**src/inc/ftm_pkg.sv**
```systemverilog
// constants and carrier types for the fsk tone modulator
package ftm_pkg;

  // ----------------------------------------------------------------------
  // clock and tone plan
  // ----------------------------------------------------------------------
  localparam int unsigned CLOCK_HZ = 125_000_000;
  localparam int unsigned MARK_TONE_HZ = 2200;
  localparam int unsigned SPACE_TONE_HZ = 1200;
  localparam int unsigned OVERSAMPLE = 160;
  localparam int unsigned MARK_RATE_HZ = OVERSAMPLE * MARK_TONE_HZ;
  localparam int unsigned SPACE_RATE_HZ = OVERSAMPLE * SPACE_TONE_HZ;
  // whole cycles of the source clock per oversample period (rounded down)
  localparam int unsigned MARK_DIV_CYCLES = CLOCK_HZ / MARK_RATE_HZ;
  localparam int unsigned SPACE_DIV_CYCLES = CLOCK_HZ / SPACE_RATE_HZ;

  // ----------------------------------------------------------------------
  // output divider and dead band
  // ----------------------------------------------------------------------
  localparam int unsigned TONE_COUNT_WIDTH = 8;
  localparam logic [7:0] TONE_LAST = 8'(OVERSAMPLE - 1);
  localparam logic [7:0] TONE_HALF = 8'(OVERSAMPLE / 2);
  localparam int unsigned DEADBAND_COUNTS = OVERSAMPLE / 2 / 3;
  // dead band split evenly around each edge of the half wave
  localparam logic [7:0] ACTIVE_START = 8'(DEADBAND_COUNTS / 2);
  localparam logic [7:0] ACTIVE_END = 8'(OVERSAMPLE / 2 - (DEADBAND_COUNTS - DEADBAND_COUNTS / 2));

  // ----------------------------------------------------------------------
  // filter clock and input synchroniser
  // ----------------------------------------------------------------------
  localparam int unsigned FILTER_CLOCK_RATIO = 4;
  localparam logic [1:0] FILTER_PHASE_LAST = 2'(FILTER_CLOCK_RATIO - 1);
  localparam int unsigned SYNC_STAGES = 3;
  localparam logic [2:0] SYNC_RESET = 3'h0;
  localparam logic [7:0] TONE_COUNT_RESET = 8'h00;
  localparam logic [1:0] FILTER_PHASE_RESET = 2'h0;

  typedef struct packed {
    logic tone;
    logic drive_pos;
    logic drive_neg_n;
    logic filter_clock;
    logic sample_strobe;
  } ftm_out_type;

endpackage

```
**src/verilog/ftm_fsk_tone_modulator.sv**
```systemverilog
// fsk tone modulator: gated mark/space dividers, xor combine, divide-by-160 tone stage
//
// Functional notes
// mark divider runs at 160 times the mark tone, 352 kHz.
// space divider runs at 160 times the space tone, 192 kHz.
// mark divider counts only while the data bit is high.
// space divider counts only while the data bit is low.
// a stopped divider holds its output level constant.
// both divider outputs are combined by exclusive-or.
// output divider divides the combined clock by 160 to form the tone.
// output divider never restarts on a data change, keeping phase continuous.
// low-harmonic mode uses a dead band of one third per half wave.
// dead-band mode drives two outputs, one inverted, summed into three levels.
// the combined oversample clock is buffered out as the filter clock.
// filter clock is four times filter sample rate, 40 samples per tone.
// data source presents serial bits at the baud rate.
// controlling party starts and stops output through the run input.
// reset clears all divider counters and holds their outputs low.
`timescale 1ns/1ns
module ftm_fsk_tone_modulator
(
  input wire logic clock,
  input wire logic clock_enable,
  input wire logic srst,
  input wire logic data_in,
  input wire logic deadband_mode,
  input wire logic run,
  output ftm_pkg::ftm_out_type modulator_out
);

  // ----------------------------------------------------------------------
  // data input synchroniser
  // ----------------------------------------------------------------------
  logic [2:0] data_sync;
  logic data_bit;

  always_ff @(posedge clock)
  begin
    if (srst)
    begin
      data_sync <= ftm_pkg::SYNC_RESET;
    end
    else if (clock_enable)
    begin
      data_sync <= {data_sync[1:0], data_in};
    end
  end

  // a change counts only once the last two stages agree
  always_ff @(posedge clock)
  begin
    if (srst)
    begin
      data_bit <= 1'b0;
    end
    else if (clock_enable && (data_sync[1] == data_sync[2]))
    begin
      data_bit <= data_sync[2];
    end
  end

  // ----------------------------------------------------------------------
  // mark and space rate dividers
  // ----------------------------------------------------------------------
  logic mark_square;
  logic space_square;
  logic space_run;

  assign space_run = ~data_bit;


  ftm_rate_divider #(
    .DIV_CYCLES(ftm_pkg::MARK_DIV_CYCLES)
  ) mark_rate_divider (
    .clock(clock),
    .clock_enable(clock_enable),
    .srst(srst),
    .run(data_bit),
    .square(mark_square)
  );


  ftm_rate_divider #(
    .DIV_CYCLES(ftm_pkg::SPACE_DIV_CYCLES)
  ) space_rate_divider (
    .clock(clock),
    .clock_enable(clock_enable),
    .srst(srst),
    .run(space_run),
    .square(space_square)
  );

  // ----------------------------------------------------------------------
  // combined oversample clock and its buffered copy
  // ----------------------------------------------------------------------
  logic combined_clock;
  logic combined_prev;
  logic combined_rise;

  // the held divider only flips the polarity of the running one
  always_ff @(posedge clock)
  begin
    if (srst)
    begin
      combined_clock <= 1'b0;
      combined_prev <= 1'b0;
    end
    else if (clock_enable)
    begin
      combined_clock <= mark_square ^ space_square;
      combined_prev <= combined_clock;
    end
  end

  assign combined_rise = combined_clock & ~combined_prev;

  // ----------------------------------------------------------------------
  // output tone divider
  // ----------------------------------------------------------------------
  logic [7:0] tone_count;
  logic [7:0] next_tone_count;

  always_comb
  begin
    next_tone_count = tone_count;
    if (combined_rise)
    begin
      if (tone_count == ftm_pkg::TONE_LAST)
      begin
        next_tone_count = ftm_pkg::TONE_COUNT_RESET;
      end
      else
      begin
        next_tone_count = tone_count + 8'h01;
      end
    end
  end

  // no clear on a data change: the tone simply continues at the new rate,
  // so the phase step is at most one oversample period
  always_ff @(posedge clock)
  begin
    if (srst)
    begin
      tone_count <= ftm_pkg::TONE_COUNT_RESET;
    end
    else if (clock_enable)
    begin
      tone_count <= next_tone_count;
    end
  end

  // ----------------------------------------------------------------------
  // filter sample phase
  // ----------------------------------------------------------------------
  logic [1:0] filter_phase;
  logic next_sample_strobe;

  always_ff @(posedge clock)
  begin
    if (srst)
    begin
      filter_phase <= ftm_pkg::FILTER_PHASE_RESET;
    end
    else if (clock_enable && combined_rise)
    begin
      filter_phase <= filter_phase + 2'h1;
    end
  end

  assign next_sample_strobe = combined_rise && (filter_phase == ftm_pkg::FILTER_PHASE_LAST);

  // ----------------------------------------------------------------------
  // square and dead-band output shaping
  // ----------------------------------------------------------------------
  logic first_half;
  logic in_active;
  logic [7:0] half_pos;
  logic next_tone;
  logic next_drive_pos;
  logic next_drive_neg_n;

  always_comb
  begin
    first_half = (next_tone_count < ftm_pkg::TONE_HALF);
    if (first_half)
    begin
      half_pos = next_tone_count;
    end
    else
    begin
      half_pos = next_tone_count - ftm_pkg::TONE_HALF;
    end
    in_active = (half_pos >= ftm_pkg::ACTIVE_START) && (half_pos < ftm_pkg::ACTIVE_END);
    next_tone = first_half;
    if (!run)
    begin
      // stopped: both drives settle at the midpoint level
      next_tone = 1'b0;
      next_drive_pos = 1'b0;
      next_drive_neg_n = 1'b1;
    end
    else if (deadband_mode)
    begin
      // both high = top rail, pos low + neg_n high = midpoint, both low = bottom
      next_drive_pos = first_half && in_active;
      next_drive_neg_n = ~(!first_half && in_active);
    end
    else
    begin
      next_drive_pos = first_half;
      next_drive_neg_n = first_half;
    end
  end

  // ----------------------------------------------------------------------
  // registered outputs
  // ----------------------------------------------------------------------
  always_ff @(posedge clock)
  begin
    if (srst)
    begin
      modulator_out <= '0;
    end
    else if (clock_enable)
    begin
      modulator_out.tone <= next_tone;
      modulator_out.drive_pos <= next_drive_pos;
      modulator_out.drive_neg_n <= next_drive_neg_n;
      modulator_out.filter_clock <= combined_clock;
      modulator_out.sample_strobe <= next_sample_strobe;
    end
  end

endmodule

```
**src/verilog/ftm_rate_divider.sv**
```systemverilog
// gated rate divider producing a square wave at clock / div_cycles
`timescale 1ns/1ns
module ftm_rate_divider
#(
  parameter int unsigned DIV_CYCLES = 355
)
(
  input wire logic clock,
  input wire logic clock_enable,
  input wire logic srst,
  input wire logic run,
  output logic square
);

  localparam int unsigned WIDTH = $clog2(DIV_CYCLES);
  localparam logic [WIDTH-1:0] LAST = WIDTH'(DIV_CYCLES - 1);
  localparam logic [WIDTH-1:0] HALF = WIDTH'(DIV_CYCLES / 2);
  localparam logic [WIDTH-1:0] COUNT_RESET = '0;

  logic [WIDTH-1:0] count;
  logic [WIDTH-1:0] next_count;

  always_comb
  begin
    if (count == LAST)
    begin
      next_count = COUNT_RESET;
    end
    else
    begin
      next_count = count + WIDTH'(1);
    end
  end

  // count and output freeze while stopped, so the output holds its level
  always_ff @(posedge clock)
  begin
    if (srst)
    begin
      count <= COUNT_RESET;
      square <= 1'b0;
    end
    else if (clock_enable && run)
    begin
      count <= next_count;
      square <= (next_count < HALF);
    end
  end

endmodule

```
**config.mk**
```make
export PLATFORM = sky130hd
export DESIGN_NAME = ftm_fsk_tone_modulator
export DESIGN_NICKNAME = d
export VERILOG_FILES = /design/src/inc/ftm_pkg.sv /design/src/verilog/ftm_fsk_tone_modulator.sv /design/src/verilog/ftm_rate_divider.sv
export SDC_FILE = /design/constraint.sdc
export NUM_CORES = 1
export LEC_CHECK = 0
export BUFFER_PORTS_ARGS = -buffer_cell sky130_fd_sc_hd__buf_2
export CORE_AREA = 2 2 71 73
export CTS_CLUSTER_SIZE = 10
export DETAILED_ROUTE_END_ITERATION = 16
export DIE_AREA = 0 0 73 75
export PLACE_DENSITY = 0.7
export SYNTH_ARGS = -nofsm -noshare
export SYNTH_HDL_FRONTEND = slang
export SYNTH_SLANG_ARGS = --single-unit
```
**constraint.sdc**
```tcl
create_clock -name clock -period 5.2 [get_ports clock]
set_clock_uncertainty 0.1 [all_clocks]
set_input_delay 0.78 -clock clock [delete_from_list [all_inputs] [get_ports clock]]
set_output_delay 0.78 -clock clock [all_outputs]
set_load 0.02 [all_outputs]
```
==> results.txt, run 1 <==
via count - 2167
crit path DAT - 2.85 ns
Max clock buf depth - 2
synthesized instance count - 327
Post-synth EDFFs - 0
crit end category - flip-flop
critical path start-end classification - reg -> reg
Sink Count - 41
vias in the first global route - 1991
PD cells - 242.1 mW/mm^2
Switch Pwr - 145.2 uW
fillers - 455
First-pass DRT Iterations - 4
n_diodes - 0
reg2reg path depth - 10
mux share of post-synthesis cell area - 0.04315
CP required - 5.25 ns
Post-route DRC - 0
final setup vio count - 0
DR WL/cell - 12.85 um
Clock power frac - 0.422
xor/xnor share of the synthesized area - 0.05971
Vert. Die Dim - 75 um
hold crit path type - reg -> reg
Synth top area share - 0.3292
H-tree depth - 2
Root Driver - clkbuf_8
antenna violations before repair - 0
Overflow after GRT - 0
crit start category - flip-flop
RSZ-0062 raised after global routing - no
Synth-to-Final Area Change - 5.469%
simple-gate area share of the yosys netlist - 0.2885
Hold-fix buffers, CTS - 0
worst hold path depth - 2
Hold Slack - 0.3523 ns
Die ar. - 0.005475 sq mm
total placed instance area - 0.002514 sq mm
syn avg cell area - 7.626 sq um
Clock transition at path regs - 0.08 ns
Final nets - 335
Slew Limit Fails - 0
VDD IR max - 150.9 uV
Initial Util - 0.5350
GP Congestion - 0.8956
Distinct cells, synth - 56
Sequential Area - 820.8 sq um
Cell Area, Synth - 0.002494 sq mm
share of cells above drive strength 1 - 0.09288
status - finished clean
Post-Syn Nets - 340
fin crit period - 2.804 ns
cell with the most instances after synthesis - nor2_1
Yosys Warn Count - 0
post-route cell area - 0.002630 sq mm
Post-synth ARST share - 0
Resized Gates After CTS - 0
flops & latches, synth - 41
max cap viols - 0
main combinational cell family by area after synthesis - simple AND/OR/NAND/NOR gates
switch share - 0.2280
Flop pwr share - 0.515
Final Hold Viols - 0
Core Region - 0.004661 sq mm
Post-CTS Setup Bufs - 0
relative slew slack - 0.4817
largest net degree at the start of global routing - 42
vias per cell - 5.748
largest area contributor in the netlist - dfxtp_1
sequential cell area fraction in the yosys report - 0.3292
first-pass GRT wire length - 8.597 mm
row cnt - 25
TNS Setup - 0 ns
CTS tree - yes
adder-cell share of the synthesized area - 0.03512
Final Util - 0.5643
compound-cell area share of the yosys netlist - 0.1902
I/O Buffers - 10
Global Route Usage Sum - 0.1970
critical-path maximum fanout - 7
Iteration-0 DRC Markers - 133
fmax - 0.3567 GHz
Gate power share - 0.063
number of top-level pins - 11
Final period util - 0.5392
Post-synth top cells - 54 x nor2_1, 41 x dfxtp_1, 35 x nand2_1
footprint of the multi-input gates - 0.001538 sq mm
internal power - 491.6 uW
top cells by area, synth - dfxtp_1 33%, nor2_1 8.1%, nand2_1 5.3%, a21oi_1 4.8%, nor3_1 3.8%
cts bufs inserted - 5
Post-synth top flop - dfxtp_1
HPWL Detailed - 3.369 mm
slew at the pin with the worst max-slew slack - 0.7774 ns
clk_lat worst skew - 0.29 ns
Horiz. Die Dim - 73 um
post-route ant nets - 0
Post-Route WL - 4.843 mm
Pleak - 1.019 nW
==> final timing paths <==
check / slack, ns / from / end
worst min-delay path: 0.35 / modulator_out[0] / modulator_out[0]
worst max-delay path: 2.40 / tone_count[0] / modulator_out[2]
worst min register to register: 0.35 / modulator_out[0] / modulator_out[0]
worst max register to register: 2.40 / tone_count[0] / modulator_out[2]
==> layer usage <==
metal,vias up,GRT usage,part of all wire
li1,1139,-,-
met1,993,0.2512,0.50
met2,29,0.3363,0.46
met3,6,0.04685,0.033
met4,0,0.04938,0.010
met5,-,0,0
==> worst max-delay path, stage by stage, from the launching register on <==
cell       delay, ns
dfxtp_1         0.43
ha_1            0.29
nand2_1         0.13
nor2_1          0.25
xnor2_1         0.21
ha_1            0.24
inv_1           0.08
a21boi_4        0.21
mux2_4          0.32
o32ai_2         0.27
a2111oi_2       0.12
==> stage by stage <==
stage	setup WS, ns	instances	total power [mW]
6_report	2.396	377	0.6368
3_3_place_gp	2.507	369	0.3753
3_5_place_dp	2.424	369	0.3755
2_1_floorplan	2.682	327	0.3658
4_1_cts	2.412	377	0.6422
5_1_grt	2.188	377	0.6648
==> registers in the layout (all words and copies together), names as in the netlist <==
signal / flops
space_rate_divider.count: 10
mark_rate_divider.count: 9
tone_count: 8
modulator_out: 5
data_sync: 3
filter_phase: 2
combined_clock: 1
data_bit: 1
mark_rate_divider.square: 1
space_rate_divider.square: 1
==> layout by cell type, fill, tap and decap left out, types with 3 or more instances in the layout <==
cell type	n
xor2_1	10
ha_1	7
a21o_1	4
nand3_1	14
buf_2	10
nor3_1	19
o211ai_1	3
xnor2_1	7
nand4_1	7
a21oi_1	24
mux2i_1	7
nor2_1	54
a31oi_1	3
a211oi_1	6
nand2_1	35
dfxtp_1	41
inv_1	10
o21ai_0	10
clkbuf_8	6
==> power groups by stage <==
stage / Sequential (mW) / Combinational, mW / Clock [mW]
2_1_floorplan: 0.334 / 0.0318 / 0
3_3_place_gp: 0.335 / 0.0404 / 0
3_5_place_dp: 0.335 / 0.0405 / 0
4_1_cts: 0.328 / 0.0407 / 0.274
5_1_grt: 0.329 / 0.0463 / 0.289
6_report: 0.328 / 0.0403 / 0.269
==> kinds of logic (layout without fill, tap and decap cells) <==
group | Yosys count | after routing
fa+ha+maj | 7 | 7
compound gates | 69 | 69
buf+inv | 32 | 28
mux | 10 | 10
simple gates | 151 | 151
xor+xnor | 17 | 17
flops | 41 | 41
==> area by class of cell <==
type,count,share of cell area
inverter,10,0.01427
timing repair buffer,10,0.01903
clock buffer,7,0.03283
sequential,41,0.3121
clock inverter,1,0.01142
tap,54,0.02569
multi-input combinational,254,0.5847
(Power assumes the default switching activity.)
==> run 2, diff against run 1 <==
==> constraint.sdc (replaced) <==
create_clock -name clock -period 2.7 [get_ports clock]
set_clock_uncertainty 0.1 [all_clocks]
set_input_delay 0.405 -clock clock [delete_from_list [all_inputs] [get_ports clock]]
set_output_delay 0.405 -clock clock [all_outputs]
set_load 0.02 [all_outputs]
==> run 2 against run 1 <==
- first-iteration DRC count is 29% lower
- cell area grew 3.0%
- utilization grew 1.7 points
- critical path type unchanged
==> results.txt, run 2 (same netlist as run 1, synthesis figures left out) <==
status - finished clean
Pleak - 1.066 nW
fillers - 446
RSZ-0062 raised after global routing - no
Horiz. Die Dim - 73 um
Gate power share - 0.073
I/O Buffers - 10
Switch Pwr - 269.7 uW
crit path DAT - 2.54 ns
share of cells above drive strength 1 - 0.1265
switch share - 0.2205
largest net degree at the start of global routing - 42
internal power - 953.4 uW
Clock power frac - 0.414
Slew Limit Fails - 0
fin crit period - 2.499 ns
max reg flops - 10
Hold Slack - 0.2675 ns
flop2flop setup slack - 0.20 ns
Flop pwr share - 0.514
Final period util - 0.9254
VDD IR max - 212.7 uV
reg2reg path depth - 10
Worst R2R Start - tone_count[1]
critical path start-end classification - reg -> reg
Vert. Die Dim - 75 um
Post-CTS Setup Bufs - 0
Sink Count - 41
Hold Path Origin - data_in
Synth-to-Final Area Change - 8.630%
max cap viols - 0
final setup vio count - 0
TNS Setup - 0 ns
antenna violations before repair - 0
PD cells - 451.5 mW/mm^2
crit end category - flip-flop
row cnt - 25
DR WL/cell - 12.60 um
first-pass GRT wire length - 8.424 mm
number of top-level pins - 11
GP Congestion - 0.8440
vias in the first global route - 1927
commonest non-fill, non-tap cell in the layout - nor2_1
post-route ant nets - 0
CTS tree - yes
most flop-heavy register - space_rate_divider.count
Iteration-0 DRC Markers - 95
Global Route Usage Sum - 0.1930
Overflow after GRT - 0
CP required - 2.74 ns
Final nets - 344
relative slew slack - 0.5085
Post-Route WL - 4.865 mm
crit start category - flip-flop
largest registers - space_rate_divider.count x10, mark_rate_divider.count x9, tone_count x8
commonest non-fill, non-tap cells in the layout - 53 x nor2_1, 40 x dfxtp_1, 35 x nand2_1, 24 x a21oi_1, 19 x nor3_1
First-pass DRT Iterations - 4
slew at the pin with the worst max-slew slack - 0.7372 ns
Core Region - 0.004661 sq mm
vias per cell - 5.640
Root Driver - clkbuf_8
H-tree depth - 2
Die ar. - 0.005475 sq mm
critical-path maximum fanout - 5
HPWL Detailed - 3.479 mm
via count - 2177
cts bufs inserted - 5
fmax - 0.4002 GHz
reg2reg end - modulator_out[2]
n_diodes - 0
hold crit path type - in -> reg
Clock transition at path regs - 0.08 ns
Max clock buf depth - 2
Final Hold Viols - 0
worst hold path depth - 3
Hold EP - data_sync[0]
Initial Util - 0.5350
clk_lat worst skew - 0.29 ns
Post-route DRC - 0
-- run 2: layer usage --
metal,vias to the layer above,part of all wire,track usage,routed length [um]
met3,6,0.031,0.04150,152
met1,978,0.52,0.2719,2520
li1,1162,-,-,-
met2,31,0.44,0.2953,2129
met5,-,0,0,0
met4,0,0.013,0.06173,63
-- run 2: per-stage QoR --
stage | utilization | cells | setup slack [ns] | area, sq um | total power, mW
after global routing | 0.5812 | 386 | 0.03133 | 2709 | 1.276
after global placement | 0.5538 | 378 | 0.1645 | 2581 | 0.7310
after floorplan | - | 327 | 0.1816 | 2494 | 0.7046
final | 0.5812 | 386 | 0.2014 | 2709 | 1.223
after CTS | 0.5788 | 386 | 0.06460 | 2698 | 1.238
after detailed placement | 0.5538 | 378 | 0.07615 | 2581 | 0.7313
-- run 2: power by group through the flow --
| stage | clock network, mW | logic, mW | registers [mW] |
|---|---|---|---|
| after global placement | 0 | 0.0890 | 0.642 |
| after global routing | 0.546 | 0.0996 | 0.630 |
| final | 0.506 | 0.0887 | 0.628 |
| after floorplan | 0 | 0.0612 | 0.643 |
| after detailed placement | 0 | 0.0888 | 0.642 |
| after CTS | 0.521 | 0.0890 | 0.628 |
-- run 2: area by class of cell --
class / instances / area (sq um) / area share
Sequential cell: 41 / 822.0 / 0.3035
Clock buffer: 7 / 86.33 / 0.03187
Clock inverter: 1 / 30.03 / 0.01109
Multi-Input combinational cell: 254 / 1548 / 0.5714
Tap cell: 54 / 67.56 / 0.02494
Timing Repair Buffer: 19 / 117.6 / 0.04342
Inverter: 10 / 37.54 / 0.01386
-- run 2: repair_timing --
action	CTS	global route
gates resized for setup	0	4
hold buffers	0	0
endpoints found under the setup margin	0	2
-- run 2: how the worst max path moves through the flow --
stage | cells after the start | start | end | slack, ns
floorplan | 10 | tone_count[0] | modulator_out[2] | 0.18
global placement | 10 | tone_count[1] | modulator_out[2] | 0.16
detailed placement | 10 | tone_count[1] | modulator_out[2] | 0.08
CTS | 10 | tone_count[1] | modulator_out[2] | 0.06
global route | 10 | tone_count[1] | modulator_out[2] | 0.03
finish | 10 | tone_count[1] | modulator_out[2] | 0.20
-- run 2: critical path, stage by stage (launching register included) --
cell and delay (ns):
dfxtp_2 0.35, ha_1 0.19, nand2_1 0.16, nor2_4 0.06, xnor2_1 0.25, ha_2 0.26, inv_1 0.07, a21boi_4 0.20
mux2_4 0.32, o32ai_2 0.27, a2111oi_2 0.12
==> run 3, diff against run 2 <==
--- a/config.mk
+++ b/config.mk
@@ -11,6 +11,7 @@
 export DETAILED_ROUTE_END_ITERATION = 16
 export DIE_AREA = 0 0 73 75
 export PLACE_DENSITY = 0.7
+export REMOVE_ABC_BUFFERS = 1
 export SYNTH_ARGS = -nofsm -noshare
 export SYNTH_HDL_FRONTEND = slang
 export SYNTH_SLANG_ARGS = --single-unit
==> run 3 against run 2 <==
- utilization decreased by 0.080 points
- sequential power about the same
- combinational power decreased by 3.6%
- worst hold slack improved by 0.021 ns
- critical path type unchanged
- cell area decreased by 0.14%
- wire length increased by 2.6%
- first-iteration DRC count decreased by 19%
- critical path depth unchanged
- largest cell class unchanged
- via count decreased by 0.51%
- clock power increased by 3%
==> results.txt, run 3 (same netlist as run 1, synthesis figures left out) <==
Final Hold Viols - 0
relative slew slack - 0.4816
vias per cell - 5.626
Core Region - 0.004661 sq mm
row cnt - 25
Slew Limit Fails - 0
reg2reg end - modulator_out[2]
Post-Route WL - 4.992 mm
final setup vio count - 0
I/O Buffers - 10
Sink Count - 41
HPWL Detailed - 3.483 mm
post-route ant nets - 0
critical-path maximum fanout - 5
cts bufs inserted - 5
overall power - 1.233 mW
first-pass GRT wire length - 8.528 mm
Initial Util - 0.5350
hold crit path type - in -> reg
max cap viols - 0
Hold Path Origin - data_in
Hold EP - data_sync[0]
Clock power frac - 0.421
share of cells above drive strength 1 - 0.1269
Max clock buf depth - 2
Worst path top cell family by delay - compound AO/OA/AOI/OAI gates
Vert. Die Dim - 75 um
crit end category - flip-flop
Die ar. - 0.005475 sq mm
Clock transition at path regs - 0.08 ns
H-tree depth - 2
vias in the first global route - 1963
RSZ-0062 raised after global routing - no
commonest non-fill, non-tap cells in the layout - 53 x nor2_1, 40 x dfxtp_1, 35 x nand2_1, 24 x a21oi_1, 19 x nor3_1
switch share - 0.2293
Switch Pwr - 282.7 uW
crit path DAT - 2.56 ns
CTS tree - yes
flop2flop setup slack - 0.19 ns
DR WL/cell - 12.97 um
slew at the pin with the worst max-slew slack - 0.7777 ns
clk_lat worst skew - 0.29 ns
Post-route DRC - 0
WP buf/inv - 1
Final nets - 343
crit start category - flip-flop
Worst R2R Start - tone_count[1]
number of top-level pins - 11
largest registers - space_rate_divider.count x10, mark_rate_divider.count x9, tone_count x8
reg2reg path depth - 10
internal power - 950.3 uW
DP Worst Slack - 0.01803 ns
setup ws final - 0.1908 ns
fin crit period - 2.509 ns
Pleak - 1.060 nW
VDD IR max - 243.4 uV
via count - 2166
Post-Layout Cell Count - 385
Iteration-0 DRC Markers - 77
CP peak stage delay - 0.37 ns
Synth-to-Final Area Change - 8.479%
commonest non-fill, non-tap cell in the layout - nor2_1
GP Congestion - 0.8764
fmax - 0.3985 GHz
n_diodes - 0
status - finished clean
worst-path cell chain - ha_1 -> nand2_1 -> nor2_4 -> xnor2_1 -> ha_2 -> inv_1 -> a21boi_4 -> mux2_4 -> o32ai_2 -> a2111oi_2
Root Driver - clkbuf_8
largest net degree at the start of global routing - 42
most flop-heavy register - space_rate_divider.count
Horiz. Die Dim - 73 um
Gate power share - 0.069
Flop pwr share - 0.510
Global Route Usage Sum - 0.1985
critical path start-end classification - reg -> reg
Final period util - 0.9293
CP max-delay cell - dfxtp_2
Hold Slack - 0.2888 ns
worst hold path depth - 3
Post-CTS Setup Bufs - 0
Overflow after GRT - 0
CP required - 2.75 ns
max reg flops - 10
antenna violations before repair - 0
First-pass DRT Iterations - 4
PD cells - 455.8 mW/mm^2
TNS Setup - 0 ns
fillers - 430
DP Cell Count - 377
run 3: cell count changes in the layout (fill, tap and decap cells not counted), sizes merged:
cell	before	now
buf	19	18
clkinvlp	0	1
clkbuf	7	6
run 3: timing repair:
| item | 4_1_cts | 5_1_grt |
|---|---|---|
| resized for setup | 0 | 4 |
| hold buffers | 0 | 0 |
| hold endpoints to repair | 0 | 0 |
| endpoints found under the setup margin | 0 | 2 |
run 3: worst max path at each step:
stage	from	endpoint	cells after the start
global placement	tone_count[1]	modulator_out[2]	10
finish	tone_count[1]	modulator_out[2]	10
floorplan	tone_count[0]	modulator_out[2]	10
CTS	tone_count[1]	modulator_out[2]	10
detailed placement	tone_count[1]	modulator_out[2]	10
global route	tone_count[1]	modulator_out[2]	10
run 3: tightest hold or removal path, cell delays in order:
cell,delay [ns]
buf_2,0.09
mux2i_1,0.07
nor2_1,0.08
run 3: through the flow:
stage,cell area [sq um],util
2_1_floorplan,2396,-
3_3_place_gp,2574,0.5522
3_5_place_dp,2574,0.5522
4_1_cts,2694,0.5780
5_1_grt,2705,0.5804
6_report,2705,0.5804
run 3: layout make-up:
| type | instances | area (sq um) | share of cell area |
|---|---|---|---|
| Multi-Input combinational cell | 254 | 1548 | 0.5722 |
| Inverter | 10 | 37.54 | 0.01388 |
| Sequential cell | 41 | 822.0 | 0.3039 |
| Timing Repair Buffer | 18 | 110.1 | 0.04070 |
| Clock inverter | 2 | 37.54 | 0.01388 |
| Clock buffer | 6 | 82.58 | 0.03053 |
| Tap cell | 54 | 67.56 | 0.02498 |
run 3: power by group through the flow:
| stage | logic, mW | clock network [mW] | registers, mW |
|---|---|---|---|
| 2_1_floorplan | 0.0443 | 0 | 0.646 |
| 3_3_place_gp | 0.0846 | 0 | 0.642 |
| 3_5_place_dp | 0.0856 | 0 | 0.643 |
| 4_1_cts | 0.0859 | 0.534 | 0.629 |
| 5_1_grt | 0.0972 | 0.560 | 0.631 |
| 6_report | 0.0855 | 0.519 | 0.629 |
run 3: routing by layer:
metal	vias to the layer above	routed length [um]	track usage
met2	26	2321	0.3253
met1	983	2418	0.2500
met4	0	123	0.09465
li1	1147	-	-
met5	-	0	0
met3	10	128	0.04150
